===== src/common/strap_defs.vh =====
// Constants for the strap decode and DMA sizing block.
`ifndef STRAP_DEFS_VH
`define STRAP_DEFS_VH
`define IO_PORT_BASE_334    10'h334
`define IO_PORT_BASE_330    10'h330
`define IO_PORT_BASE_234    10'h234
`define IO_PORT_BASE_230    10'h230
`define IO_PORT_BASE_134    10'h134
`define IO_PORT_BASE_130    10'h130
`define PORT_CFG_DEFAULT    3'h1
`define FDC_PRI_BASE        10'h3f0
`define FDC_SEC_BASE        10'h370
`define ROM_BASE_DEFAULT    24'h0d_c000
`define ROM_SIZE_BITS       14
`define FDC_IRQ_DEFAULT     3'h6
`define FDC_DMA_DEFAULT     2'h2
`define CLK_PERIOD_NS       10
`define WAIT_100_NS         100
`define WAIT_200_NS         200
`define WAIT_300_NS         300
`define WAIT_100_CYC        (`WAIT_100_NS / `CLK_PERIOD_NS)
`define WAIT_200_CYC        (`WAIT_200_NS / `CLK_PERIOD_NS)
`define WAIT_300_CYC        (`WAIT_300_NS / `CLK_PERIOD_NS)
`define WS_NONE             2'h0
`define WS_100              2'h1
`define WS_200              2'h2
`define WS_300              2'h3
`endif


===== src/core/dma_sizer.v =====
// DMA transfer sizer: splits a byte transfer into 8-bit and 16-bit bus cycles.
`include "strap_defs.vh"

module dma_sizer #(
    parameter AW = 24,
    parameter CW = 16
) (
    input  wire          ref_clk,
    input  wire          rst,
    input  wire          start,
    input  wire [AW-1:0] start_addr,
    input  wire [CW-1:0] byte_count,
    input  wire          cycle_done,
    output reg           cycle_req_r,
    output reg  [AW-1:0] cycle_addr_r,
    output reg           cycle_word_r,
    output reg           busy_r
);
    reg [CW-1:0] left_r;

    // Word cycles need an even address and two bytes; odd leading or trailing
    // bytes therefore fall out as single byte cycles on their own.
    function next_is_word;
        input [AW-1:0] a;
        input [CW-1:0] n;
        begin
            next_is_word = ~a[0] && (n > {{(CW-1){1'b0}}, 1'b1});
        end
    endfunction

    always @(posedge ref_clk)
    begin
        if (rst)
        begin
            left_r       <= {CW{1'b0}};
            cycle_addr_r <= {AW{1'b0}};
            cycle_word_r <= 1'b0;
            cycle_req_r  <= 1'b0;
            busy_r       <= 1'b0;
        end
        else if (start && !busy_r)
        begin
            left_r       <= byte_count;
            cycle_addr_r <= start_addr;
            cycle_word_r <= next_is_word(start_addr, byte_count);
            cycle_req_r  <= (byte_count != {CW{1'b0}});
            busy_r       <= (byte_count != {CW{1'b0}});
        end
        else if (busy_r && cycle_done)
        begin
            if (cycle_word_r)
            begin
                left_r       <= left_r - {{(CW-2){1'b0}}, 2'd2};
                cycle_addr_r <= cycle_addr_r + {{(AW-2){1'b0}}, 2'd2};
                cycle_word_r <= next_is_word(cycle_addr_r + {{(AW-2){1'b0}}, 2'd2},
                                             left_r - {{(CW-2){1'b0}}, 2'd2});
                busy_r       <= (left_r > {{(CW-2){1'b0}}, 2'd2});
                cycle_req_r  <= (left_r > {{(CW-2){1'b0}}, 2'd2});
            end
            else
            begin
                left_r       <= left_r - {{(CW-1){1'b0}}, 1'b1};
                cycle_addr_r <= cycle_addr_r + {{(AW-1){1'b0}}, 1'b1};
                cycle_word_r <= next_is_word(cycle_addr_r + {{(AW-1){1'b0}}, 1'b1},
                                             left_r - {{(CW-1){1'b0}}, 1'b1});
                busy_r       <= (left_r > {{(CW-1){1'b0}}, 1'b1});
                cycle_req_r  <= (left_r > {{(CW-1){1'b0}}, 1'b1});
            end
        end
    end

endmodule


===== src/core/strap_decode.v =====
// Host bus strap decode, ROM wait states and DMA bus mastering.
// Function
// - Four byte ports at strap-selected base
// - ROM reads hold ready low per strap
// - BIOS strap absent means ROM silent
// - ROM window at strap-selected base
// - Drive upper latched address only when enabled
// - Strap disables auto sense; zero length per command
// - Diskette decode at 370 or 3F0 range
// - Diskette disabled ignores all bus signals except the fdc_io_offset address pass-through
// - Diskette interrupt routed to selected channel
// - Diskette request and acknowledge use one channel
// - Adapter arbitrates and masters bus for DMA
// - Odd start address gives first byte cycle
// - Trailing odd byte uses byte cycle
// - Decoded host ports are eight bits wide
`include "strap_defs.vh"

module strap_decode #(
    parameter AW = 24,
    parameter CW = 16
) (
    input  wire          ref_clk,
    input  wire          rst,
    input  wire [2:0]    port_strap,
    input  wire [1:0]    wait_strap,
    input  wire          bios_en_strap,
    input  wire [AW-1:0] rom_base_strap,
    input  wire          la_en_strap,
    input  wire          sense_off_strap,
    input  wire          fdc_sec_strap,
    input  wire          fdc_en_strap,
    input  wire [2:0]    fdc_irq_strap,
    input  wire [1:0]    fdc_dma_strap,
    input  wire [AW-1:0] host_addr,
    input  wire          host_ior,
    input  wire          host_iow,
    input  wire          host_memr,
    input  wire [7:0]    host_data_in,
    output reg  [7:0]    port_wdata_r,
    output reg  [1:0]    port_sel_r,
    output reg           port_wr_r,
    output reg           port_rd_r,
    output wire          port_hit,
    input  wire [7:0]    port_rdata,
    output reg  [7:0]    host_data_out_r,
    output wire          host_data_oe_n,
    output wire          rom_hit,
    output wire          iochrdy_out,
    output wire          iochrdy_oe_n,
    output wire          fdc_hit,
    output wire [2:0]    fdc_io_offset,
    input  wire          fdc_irq,
    output reg  [7:0]    host_irq_r,
    input  wire          fdc_drq,
    output reg  [3:0]    host_drq_r,
    input  wire [3:0]    host_dack_n,
    output wire          fdc_dack,
    input  wire          sense_len_zero,
    output wire          auto_sense_en,
    input  wire          dma_start,
    input  wire [AW-1:0] dma_addr,
    input  wire [CW-1:0] dma_count,
    output reg           master_req_n_r,
    input  wire          master_ack_n,
    input  wire          bus_cycle_done,
    output wire          dma_cycle_req,
    output wire [AW-1:0] dma_cycle_addr,
    output wire          dma_sbhe_n,
    output wire          dma_busy,
    output wire [2:0]    la_out,
    output wire          la_oe_n
);
    reg  [2:0]    port_cfg_r;
    reg  [1:0]    wait_cfg_r;
    reg           bios_en_r;
    reg  [AW-1:0] rom_base_r;
    reg           la_en_r;
    reg           sense_off_r;
    reg           fdc_sec_r;
    reg           fdc_en_r;
    reg  [2:0]    fdc_irq_r;
    reg  [1:0]    fdc_dma_r;
    reg           cfg_done_r;
    reg  [4:0]    wait_cnt_r;
    reg           rom_wait_r;
    reg           memr_d_r;
    reg           ior_d_r;
    reg  [9:0]    io_base;
    reg  [4:0]    wait_len;
    wire          cycle_word;
    wire          sizer_busy;
    wire [9:0]    fdc_base;

    always @(posedge ref_clk)
    begin
        if (rst)
        begin
            port_cfg_r  <= `PORT_CFG_DEFAULT;
            wait_cfg_r  <= `WS_NONE;
            bios_en_r   <= 1'b1;
            rom_base_r  <= `ROM_BASE_DEFAULT;
            la_en_r     <= 1'b1;
            sense_off_r <= 1'b0;
            fdc_sec_r   <= 1'b0;
            fdc_en_r    <= 1'b1;
            fdc_irq_r   <= `FDC_IRQ_DEFAULT;
            fdc_dma_r   <= `FDC_DMA_DEFAULT;
            cfg_done_r  <= 1'b0;
        end
        else if (!cfg_done_r)
        begin
            port_cfg_r  <= port_strap;
            wait_cfg_r  <= wait_strap;
            bios_en_r   <= bios_en_strap;
            rom_base_r  <= rom_base_strap;
            la_en_r     <= la_en_strap;
            sense_off_r <= sense_off_strap;
            fdc_sec_r   <= fdc_sec_strap;
            fdc_en_r    <= fdc_en_strap;
            fdc_irq_r   <= fdc_irq_strap;
            fdc_dma_r   <= fdc_dma_strap;
            cfg_done_r  <= 1'b1;
        end
    end

    always @*
    begin
        case (port_cfg_r)
            3'h0:    io_base = `IO_PORT_BASE_334;
            3'h1:    io_base = `IO_PORT_BASE_330;
            3'h2:    io_base = `IO_PORT_BASE_234;
            3'h3:    io_base = `IO_PORT_BASE_230;
            3'h4:    io_base = `IO_PORT_BASE_134;
            3'h5:    io_base = `IO_PORT_BASE_130;
            default: io_base = `IO_PORT_BASE_330;
        endcase
    end

    // Decode stays quiet until straps are captured, so no stray port answers.
    assign port_hit = cfg_done_r && !dma_busy &&
                      (host_addr[AW-1:10] == {(AW-10){1'b0}}) &&
                      (host_addr[9:2] == io_base[9:2]);

    always @(posedge ref_clk)
    begin
        if (rst)
        begin
            port_wdata_r    <= 8'h00;
            port_sel_r      <= 2'h0;
            port_wr_r       <= 1'b0;
            port_rd_r       <= 1'b0;
            host_data_out_r <= 8'h00;
            ior_d_r         <= 1'b0;
        end
        else
        begin
            ior_d_r   <= host_ior && port_hit;
            port_wr_r <= host_iow && port_hit;
            port_rd_r <= host_ior && port_hit && !ior_d_r;
            if (port_hit && (host_iow || host_ior))
            begin
                port_sel_r   <= host_addr[1:0];
                port_wdata_r <= host_data_in;
            end
            host_data_out_r <= port_rdata;
        end
    end

    assign host_data_oe_n = ~(ior_d_r && host_ior && port_hit);

    assign rom_hit = cfg_done_r && bios_en_r && host_memr &&
                     (host_addr[AW-1:`ROM_SIZE_BITS] == rom_base_r[AW-1:`ROM_SIZE_BITS]);

    // Wait lengths are whole clock periods; the part-selects keep them at counter width.
    localparam integer WAIT_100 = `WAIT_100_CYC;
    localparam integer WAIT_200 = `WAIT_200_CYC;
    localparam integer WAIT_300 = `WAIT_300_CYC;

    always @*
    begin
        case (wait_cfg_r)
            `WS_100: wait_len = WAIT_100[4:0];
            `WS_200: wait_len = WAIT_200[4:0];
            `WS_300: wait_len = WAIT_300[4:0];
            default: wait_len = 5'h00;
        endcase
    end

    always @(posedge ref_clk)
    begin
        if (rst)
        begin
            wait_cnt_r <= 5'h00;
            rom_wait_r <= 1'b0;
            memr_d_r   <= 1'b0;
        end
        else
        begin
            memr_d_r <= rom_hit;
            if (rom_hit && !memr_d_r && (wait_len != 5'h00))
            begin
                wait_cnt_r <= wait_len - 5'h01;
                rom_wait_r <= 1'b1;
            end
            else if (rom_wait_r)
            begin
                if (wait_cnt_r == 5'h00)
                    rom_wait_r <= 1'b0;
                else
                    wait_cnt_r <= wait_cnt_r - 5'h01;
            end
        end
    end

    // Ready is open drain: driven low only while a wait is running.
    assign iochrdy_out  = 1'b0;
    assign iochrdy_oe_n = ~rom_wait_r;

    assign auto_sense_en = !sense_off_r && !sense_len_zero;

    assign fdc_base = fdc_sec_r ? `FDC_SEC_BASE : `FDC_PRI_BASE;
    assign fdc_hit = cfg_done_r && fdc_en_r && (host_ior || host_iow) &&
                     (host_addr[AW-1:10] == {(AW-10){1'b0}}) &&
                     (host_addr[9:3] == fdc_base[9:3]);
    assign fdc_io_offset = host_addr[2:0];

    always @(posedge ref_clk)
    begin
        if (rst)
        begin
            host_irq_r <= 8'h00;
            host_drq_r <= 4'h0;
        end
        else
        begin
            host_irq_r <= (cfg_done_r && fdc_en_r && fdc_irq) ? (8'h01 << fdc_irq_r) : 8'h00;
            host_drq_r <= (cfg_done_r && fdc_en_r && fdc_drq) ? (4'h1 << fdc_dma_r) : 4'h0;
        end
    end

    assign fdc_dack = cfg_done_r && fdc_en_r && !host_dack_n[fdc_dma_r];

    always @(posedge ref_clk)
    begin
        if (rst)
            master_req_n_r <= 1'b1;
        else
            master_req_n_r <= ~(dma_start || sizer_busy);
    end

    dma_sizer #(
        .AW (AW),
        .CW (CW)
    ) u_sizer (
        .ref_clk      (ref_clk),
        .rst          (rst),
        .start        (dma_start),
        .start_addr   (dma_addr),
        .byte_count   (dma_count),
        .cycle_done   (bus_cycle_done && !master_ack_n),
        .cycle_req_r  (dma_cycle_req),
        .cycle_addr_r (dma_cycle_addr),
        .cycle_word_r (cycle_word),
        .busy_r       (sizer_busy)
    );

    assign dma_busy = sizer_busy;
    // Byte cycles on odd addresses use the high lane, so the high enable goes low too.
    assign dma_sbhe_n = ~(cycle_word || dma_cycle_addr[0]);

    assign la_out  = dma_cycle_addr[19:17];
    assign la_oe_n = ~(la_en_r && sizer_busy && !master_ack_n);
endmodule


===== config.mk =====
export PLATFORM = sky130hd
export DESIGN_NAME = strap_decode
export DESIGN_NICKNAME = d
export VERILOG_FILES = /design/src/core/dma_sizer.v /design/src/core/strap_decode.v
export VERILOG_INCLUDE_DIRS = /design/src /design/src/common
export SDC_FILE = /design/constraint.sdc
export NUM_CORES = 1
export LEC_CHECK = 0
export ABC_AREA = 1
export BUFFER_PORTS_ARGS = -buffer_cell sky130_fd_sc_hd__clkbuf_2
export CORE_MARGIN = 3
export CORE_UTILIZATION = 35
export CTS_BUF_LIST = sky130_fd_sc_hd__clkbuf_8 sky130_fd_sc_hd__clkbuf_16
export CTS_CLUSTER_DIAMETER = 80
export DETAILED_ROUTE_END_ITERATION = 12
export GPL_ROUTABILITY_DRIVEN = 0
export SYNTH_ARGS = -nofsm -noshare
export SYNTH_HDL_FRONTEND = slang
export SYNTH_SLANG_ARGS = --single-unit

===== constraint.sdc =====
create_clock -name ref_clk -period 1.85 [get_ports ref_clk]
set_clock_uncertainty 0.1 [all_clocks]
set_input_delay 0.0925 -clock ref_clk [delete_from_list [all_inputs] [get_ports ref_clk]]
set_output_delay 0.0925 -clock ref_clk [all_outputs]
set_load 0.005 [all_outputs]

# Word level (Yosys, flattened, before mapping)

Index checks and enable logic that the tools add are counted.

Output and inout bits: 75
Register bits: 123
Bits of input ports: 134
Logic and storage cells: 136

Reduce and logical (&&, ||, !) cells: 50
Bitwise logic cells: 10
Equality and inequality tests: 11
Shifts and indexed selects: 2
Multiplexer cells: 24
$lt $le $gt $ge: 6
$add $sub $neg: 6

Operators with widths:

| cell                                                            | number |
|---|---|
| two-way mux 24 bit                                              | 3 |
| greater-than comparator 16 x 1 -> 1 bit (second input constant) | 4 |
| one-hot mux 10 bit (5 select lines)                             | 1 |
| two-way mux 16 bit                                              | 3 |
| logical AND 1 bit                                               | 30 |
| adder 24 x 1 -> 24 bit (second input constant)                  | 1 |
| adder 24 x 2 -> 24 bit (second input constant)                  | 1 |
| greater-than comparator 16 x 2 -> 1 bit (second input constant) | 1 |
| nonzero test 16 bit                                             | 1 |
| subtractor 16 x 1 -> 16 bit (second input constant)             | 1 |
| subtractor 16 x 2 -> 16 bit (second input constant)             | 1 |
| two-way mux 5 bit                                               | 3 |
| one-hot mux 5 bit (3 select lines)                              | 1 |
| zero test 14 bit                                                | 1 |
| two-way mux 1 bit                                               | 11 |
| equality test 10 bit                                            | 1 |
| NOT 1 bit                                                       | 10 |
| subtractor 5 x 1 -> 5 bit (second input constant)               | 2 |
| equality test 8 bit                                             | 1 |
| two-way mux 8 bit                                               | 1 |
| left shift 1 x 3 -> 8 bit (first input constant)                | 1 |
| equality test 7 bit                                             | 1 |
| zero test 1 bit                                                 | 7 |
| equality test 3 x 2 -> 1 bit (second input constant)            | 2 |
| 14 further kinds                                                | 20 |

# Logic depth before layout (Yosys ltp)

Depth in word-level cells: 7
Gate-level depth with buffers: 16
Depth with buffers taken out: 16

# By module

Synthesis repeated with hierarchy kept, for this count alone.

Cell total of the unflattened synthesis: 949
Area, all modules: 6334.8 µm²

By module, submodules not included:

| module       | cells each | times used | seq. area each (µm²) | area an instance (µm²) |
|---|---|---|---|---|
| dma_sizer    | 558        | 1          | 840.8                | 3478.3 |
| strap_decode | 391        | 1          | 1341.3               | 2856.5 |

# Worst setup path after synthesis

No wires, ideal clock.

Kind: register to register
From: register u_sizer.left_r[1]
To: register u_sizer.cycle_word_r
Stages on the path, launching flop included: 16
Setup time: 119 ps
Clock period less this slack: 1909 ps
Data required time: 1631 ps
Data arrival time: 1690 ps
Slack: -59 ps
Path buffers: 0
Cells stage by stage: dfxtp_1 inv_1 ha_1 nand2_1 nor2_1 nand2_1 nand2_1 nand2_1 nor2_1 nand2_1 nor2_1 nand2_1 nand2_1 nand2_1 nand2_1 a21oi_1

Word-level cells in the longest chain between the ends: 6
Elaborated cells between the ends (all ways): 9
Classes of those cells: add/sub: 2; order compare: 2; mux: 3; reduce/logical: 2

Ends and longest elaborated chain:

| item                                                                              | RTL line                       | source |
|---|---|---|
| start: declaration                                                                | dma_sizer.v:19                 | `reg [CW-1:0] left_r;` |
| start signal: assignment                                                          | dma_sizer.v:35                 | `left_r <= {CW{1'b0}};` |
| start signal: assignment                                                          | dma_sizer.v:43                 | `left_r <= byte_count;` |
| start signal: assignment                                                          | dma_sizer.v:53                 | `left_r <= left_r - {{(CW-2){1'b0}}, 2'd2};` |
| subtractor 16 x 1 -> 16 bit / subtractor 16 x 2 -> 16 bit (equally long branches) | dma_sizer.v:65, dma_sizer.v:56 |  |
| greater-than comparator 16 x 1 -> 1 bit                                           | dma_sizer.v:27                 | `next_is_word = ~a[0] && (n > {{(CW-1){1'b0}}, 1'b1});` |
| logical AND 1 bit                                                                 | dma_sizer.v:27                 |  |
| two-way mux 1 bit (*)                                                             | dma_sizer.v:51                 | `if (cycle_word_r)` |
| two-way mux 1 bit (*)                                                             | dma_sizer.v:49                 | `else if (busy_r && cycle_done)` |
| two-way mux 1 bit (*)                                                             | dma_sizer.v:41                 | `else if (start && !busy_r)` |
| end signal: assignment                                                            | dma_sizer.v:45                 | `cycle_word_r <= next_is_word(start_addr, byte_count);` |
| end signal: assignment                                                            | dma_sizer.v:55                 | `cycle_word_r <= next_is_word(cycle_addr_r + {{(AW-2){1'b0}}, 2'd2},` |
| end signal: assignment                                                            | dma_sizer.v:64                 | `cycle_word_r <= next_is_word(cycle_addr_r + {{(AW-1){1'b0}}, 1'b1},` |
| end: declaration                                                                  | dma_sizer.v:16                 | `output reg cycle_word_r,` |

Mark *: on every way between the ends. The rest lies on a longest branch, timed or not. The select of a mux whose other input is x is not followed.
A chain may end at the register's enable or synchronous reset.

# Worst setup path after layout

From: register rom_base_r[17]
To: register wait_cnt_r[4]

Word-level cells in the longest chain between the ends: 6
Elaborated cells between the ends (all ways): 8
Classes of those cells: eq/ne: 2; mux: 1; reduce/logical: 5

Ends and longest elaborated chain:

| item                                                                                | RTL line           | source |
|---|---|---|
| start: declaration                                                                  | strap_decode.v:77  | `reg [AW-1:0] rom_base_r;` |
| start signal: assignment                                                            | strap_decode.v:102 | `` rom_base_r <= `ROM_BASE_DEFAULT; `` |
| start signal: assignment                                                            | strap_decode.v:116 | `rom_base_r <= rom_base_strap;` |
| equality test 10 bit (*)                                                            | strap_decode.v:173 | `` (host_addr[AW-1:`ROM_SIZE_BITS] == rom_base_r[AW-1:`ROM_SIZE_BITS]); `` |
| logical AND 1 bit (*)                                                               | strap_decode.v:172 | `assign rom_hit = cfg_done_r && bios_en_r && host_memr &&` |
| logical AND 1 bit (*) (2 in a row)                                                  | strap_decode.v:201 | `if (rom_hit && !memr_d_r && (wait_len != 5'h00))` |
| inequality test 2 bit (no source line) / nonzero test 2 bit (equally long branches) | --                 |  |
| AND reduction 2 bit (no source line)                                                | --                 |  |
| end signal: assignment                                                              | strap_decode.v:203 | `wait_cnt_r <= wait_len - 5'h01;` |
| end signal: assignment                                                              | strap_decode.v:211 | `wait_cnt_r <= wait_cnt_r - 5'h01;` |
| end: declaration                                                                    | strap_decode.v:85  | `reg [4:0] wait_cnt_r;` |

Mark *: on every way between the ends. The rest lies on a longest branch, timed or not.

==> reports/qor.csv <==
stage,metric,value,unit
global_route,grt.overflow.total,0,
power_and_ir_drop,p_leak,4.41,nW
drt,firstDrtPassIters,7,
logic_synthesis,synth.distinct_cells,41,
clocking,htreeDepth,3,
final_layout,final-seq-area,2210,um2
final_layout,fillerInstances,1599,
outcome,status,"finished, violations left",
outcome,violations,negative setup slack,
worst_setup_path,crit_chain,"inv_1, nand2_1, nand2_1, nor2_1, nand2_1, nor2_4, nand4_1, nand2_2, ha_4, nand4_1, nor2_1, nor2_1, a21oi_1",
power_and_ir_drop,ir_worst_vdd,553,uV
worst_setup_path,critical_path_class,register to register,
worst_setup_path,rr_endpoint,wait_cnt_r[4],
timing,tightest_slew,628,ps
timing,hold_viol,0,
logic_synthesis,synthFlopType,dfxtp_1,
timing,fmaxAchievable,529,MHz
clocking,insertion_delay,360,ps
logic_synthesis,synth_top_area_cell,dfxtp_1,
global_route,grt_max_degree,38,
final_layout,final_util,0.559,
placed_design,port_buffers,193,
global_route,grt_pass1_wl,32100,um
worst_setup_path,cp_num_buf_inv,1,
logic_synthesis,syn_inst,899,
worst_setup_path,required,2040,ps
final_layout,area_delta_synth_final,55.1,%
timing,min_period_over_period,1.02,
worst_setup_path,worst_setup_path_start_kind,register,
logic_synthesis,synthMostInstantiatedCell,nand2_1,
timing,slew_headroom,0.581,
hold_path,min-delay-start,dma_addr[0],
logic_synthesis,synth_area_leaders,"dfxtp_1 36%, nand2_1 15%, nor2_1 7.0%, inv_1 5.9%, xor2_1 4.4%",
drt,vias,7074,
logic_synthesis,synth-seq-cells,109,
drt,drc,0,
timing,slew_violations,0,
floorplanning,ioPinCount,209,
timing,fin_ws,-40.2,ps
logic_synthesis,yosys.area.top_type_share,0.363,
worst_setup_path,cp.depth,13,
clocking,cts_buffers,9,
drt,avgRoutedWirePerCell,14.2,um
final_layout,fin_nets,1390,
worst_setup_path,worstPathMaxFanout,3,
logic_synthesis,synth-seq-area-share,0.363,
drt,avgViaCountPerCell,4.81,
worst_setup_path,crit_path_max_incr_delay,350,ps
drt,wirelength,20900,um
logic_synthesis,syn_area,6020,um2
final_layout,drive_gt1_frac,0.327,
clocking,cts_root_buf,clkbuf_16,
clocking,cts_tree,yes,
logic_synthesis,syn_area_per_cell,6.69,um2
floorplanning,die_height,137,um
drt,drt_iter0_drc,346,
worst_setup_path,slowest_stage,dfxtp_1,
global_route,grt_pass1_vias,6681,
placed_design,place_ws,-134,ps
logic_synthesis,syn_nets,1044,
logic_synthesis,ys_warn_count,0,
worst_setup_path,rr_worst_depth,13,
placed_design,dpl.cell_count,1357,
final_layout,diodes,0,
floorplanning,core,16700,um2
worst_setup_path,crit_path_end_kind,register,
logic_synthesis,synthArstFlopShare,0,
hold_path,whs_endpoint,u_sizer.cycle_word_r,
worst_setup_path,worstReg2RegStart,rom_base_r[17],
logic_synthesis,synth_common_cells,"240 x nand2_1, 113 x nor2_1, 109 x dfxtp_1",
placed_design,hpwlAfterDp,14700,um
worst_setup_path,ff2ff_setup_slack,-40,ps
drt,ant_nets,0,
clocking,clock_path_buffers,2,
floorplanning,rows,47,
worst_setup_path,critPathLaunch,rom_base_r[17],
floorplanning,dieArea,18800,um2
timing,final-setup-viol-count,4,
global_route,antenna_found_initial,0,
worst_setup_path,arrival,2080,ps
logic_synthesis,synth-edff-count,0,
clocking,clk_pin_slew,90,ps
hold_path,min_path_type,input port to register,
floorplanning,initial_utilization,0.360,
final_layout,multiInputGateArea,3540,um2
timing,fin_crit,1890,ps
clocking,clock-sinks,109,
timing,rsz0062_at_grt,true,
job,cap_violations,0,
global_route,grtUsageTotal,0.213,
worst_setup_path,cp_top_family,simple AND/OR/NAND/NOR gates,
floorplanning,fp.dieW,137,um
final_layout,layout.cells.non_filler,1470,
hold_path,min_path_cells,4,
power_and_ir_drop,powerDensity,724,nW/um2
-- placed cells by master (no fill, tap or decap), types with 8 or more instances in the layout --
cell           netlist  layout
dlygate4sd3_1        0      82
nor3_1              19      17
buf_4                8      96
nand4_1             13      13
a31oi_1             22      22
nand2_2              3      16
clkbuf_2             0     192
o211ai_1            23      23
a21oi_1             37      34
inv_1               95      88
nand3_1             35      35
xor2_1              30      26
dfxtp_1            109      97
o21ai_0             31      28
nor2_4               4      13
a211oi_1            14      13
nor2_1             113      95
clkbuf_16            0      10
inv_2                9      16
dfxtp_2              0       8
nor2_2               5      14
nand2_1            240     225
-- registers in the layout (all words and copies together), names as in the netlist, 3 cells and up --
name and flops:
fdc_irq_r 3, host_data_out_r 8, host_drq_r 4, host_irq_r 8, port_cfg_r 3, port_wdata_r 8
rom_base_r 10, u_sizer.cycle_addr_r 24, u_sizer.left_r 16, wait_cnt_r 5
-- worst reg2reg max path, cell delays in order, from the launching register on --
cell and delay, ps:
dfxtp_1 350, inv_1 60, nand2_1 50, nand2_1 50
nor2_1 90, nand2_1 90, nor2_4 180, nand4_1 180
nand2_2 150, ha_4 140, nand4_1 100, nor2_1 120
nor2_1 40, a21oi_1 100
-- where the power goes --
part | total, mW | internal (mW) | leakage, nW | switching (mW)
Sequential | 2.61 | 2.48 | 0.900 | 0.128
Clock | 2.12 | 1.10 | 0.158 | 1.02
Combinational | 2.03 | 0.968 | 3.35 | 1.06
-- repair_timing --
item | 4_1_cts | 5_1_grt
hold endpoints to repair | 92 | 0
cloned | 0 | 1
setup endpoints to repair | 15 | 32
pin swaps | 10 | 45
buffers inserted | 4 | 10
gates resized for setup | 25 | 79
hold buffers | 82 | 0
-- layer usage --
| metal | up-vias | GRT usage | part of all wire |
|---|---|---|---|
| met5 | - | 0 | 0 |
| met4 | 0 | 0.0721 | 0.021 |
| li1 | 3608 | - | - |
| met1 | 3200 | 0.276 | 0.44 |
| met2 | 231 | 0.358 | 0.48 |
| met3 | 35 | 0.0349 | 0.060 |
-- layout make-up --
type / instances / area share
clock buffer: 9 / 0.0241
clock inverter: 7 / 0.0107
inverter: 105 / 0.0428
multi-input combinational: 644 / 0.379
sequential: 109 / 0.236
tap: 220 / 0.0295
timing repair buffer: 376 / 0.277
-- worst max-delay path by stage --
stage	end
6_report	wait_cnt_r[4]
5_1_grt	u_sizer.cycle_word_r
4_1_cts	wait_cnt_r[4]
3_5_place_dp	u_sizer.cycle_word_r
3_3_place_gp	u_sizer.cycle_word_r
2_1_floorplan	u_sizer.cycle_word_r
-- per-stage QoR --
| step | TNS (ps) | total power [mW] | hold slack, ps | area (um2) |
|---|---|---|---|---|
| after floorplan | 0 | 3.56 | 92.9 | 6020 |
| after global placement | -156 | 4.31 | 188 | 7720 |
| final | -115 | 6.76 | 20.9 | 9340 |
| after CTS | -15.1 | 6.65 | 6.90 | 8980 |
| after global routing | -1270 | 7.16 | 35.4 | 9340 |
| after detailed placement | -536 | 4.32 | 188 | 7720 |
-- logic make-up (layout without fill, tap and decap cells) --
group / Yosys count / after routing / synth area share
simple gates: 452 / 452 / 0.319
other cells: 1 / 1 / 0.000623
compound gates: 144 / 144 / 0.146
fa+ha+maj: 11 / 11 / 0.0229
xor+xnor: 36 / 36 / 0.0524
buf+inv: 146 / 497 / 0.0969
flops: 109 / 109 / 0.363
Power figures use the tool's default switching activity.
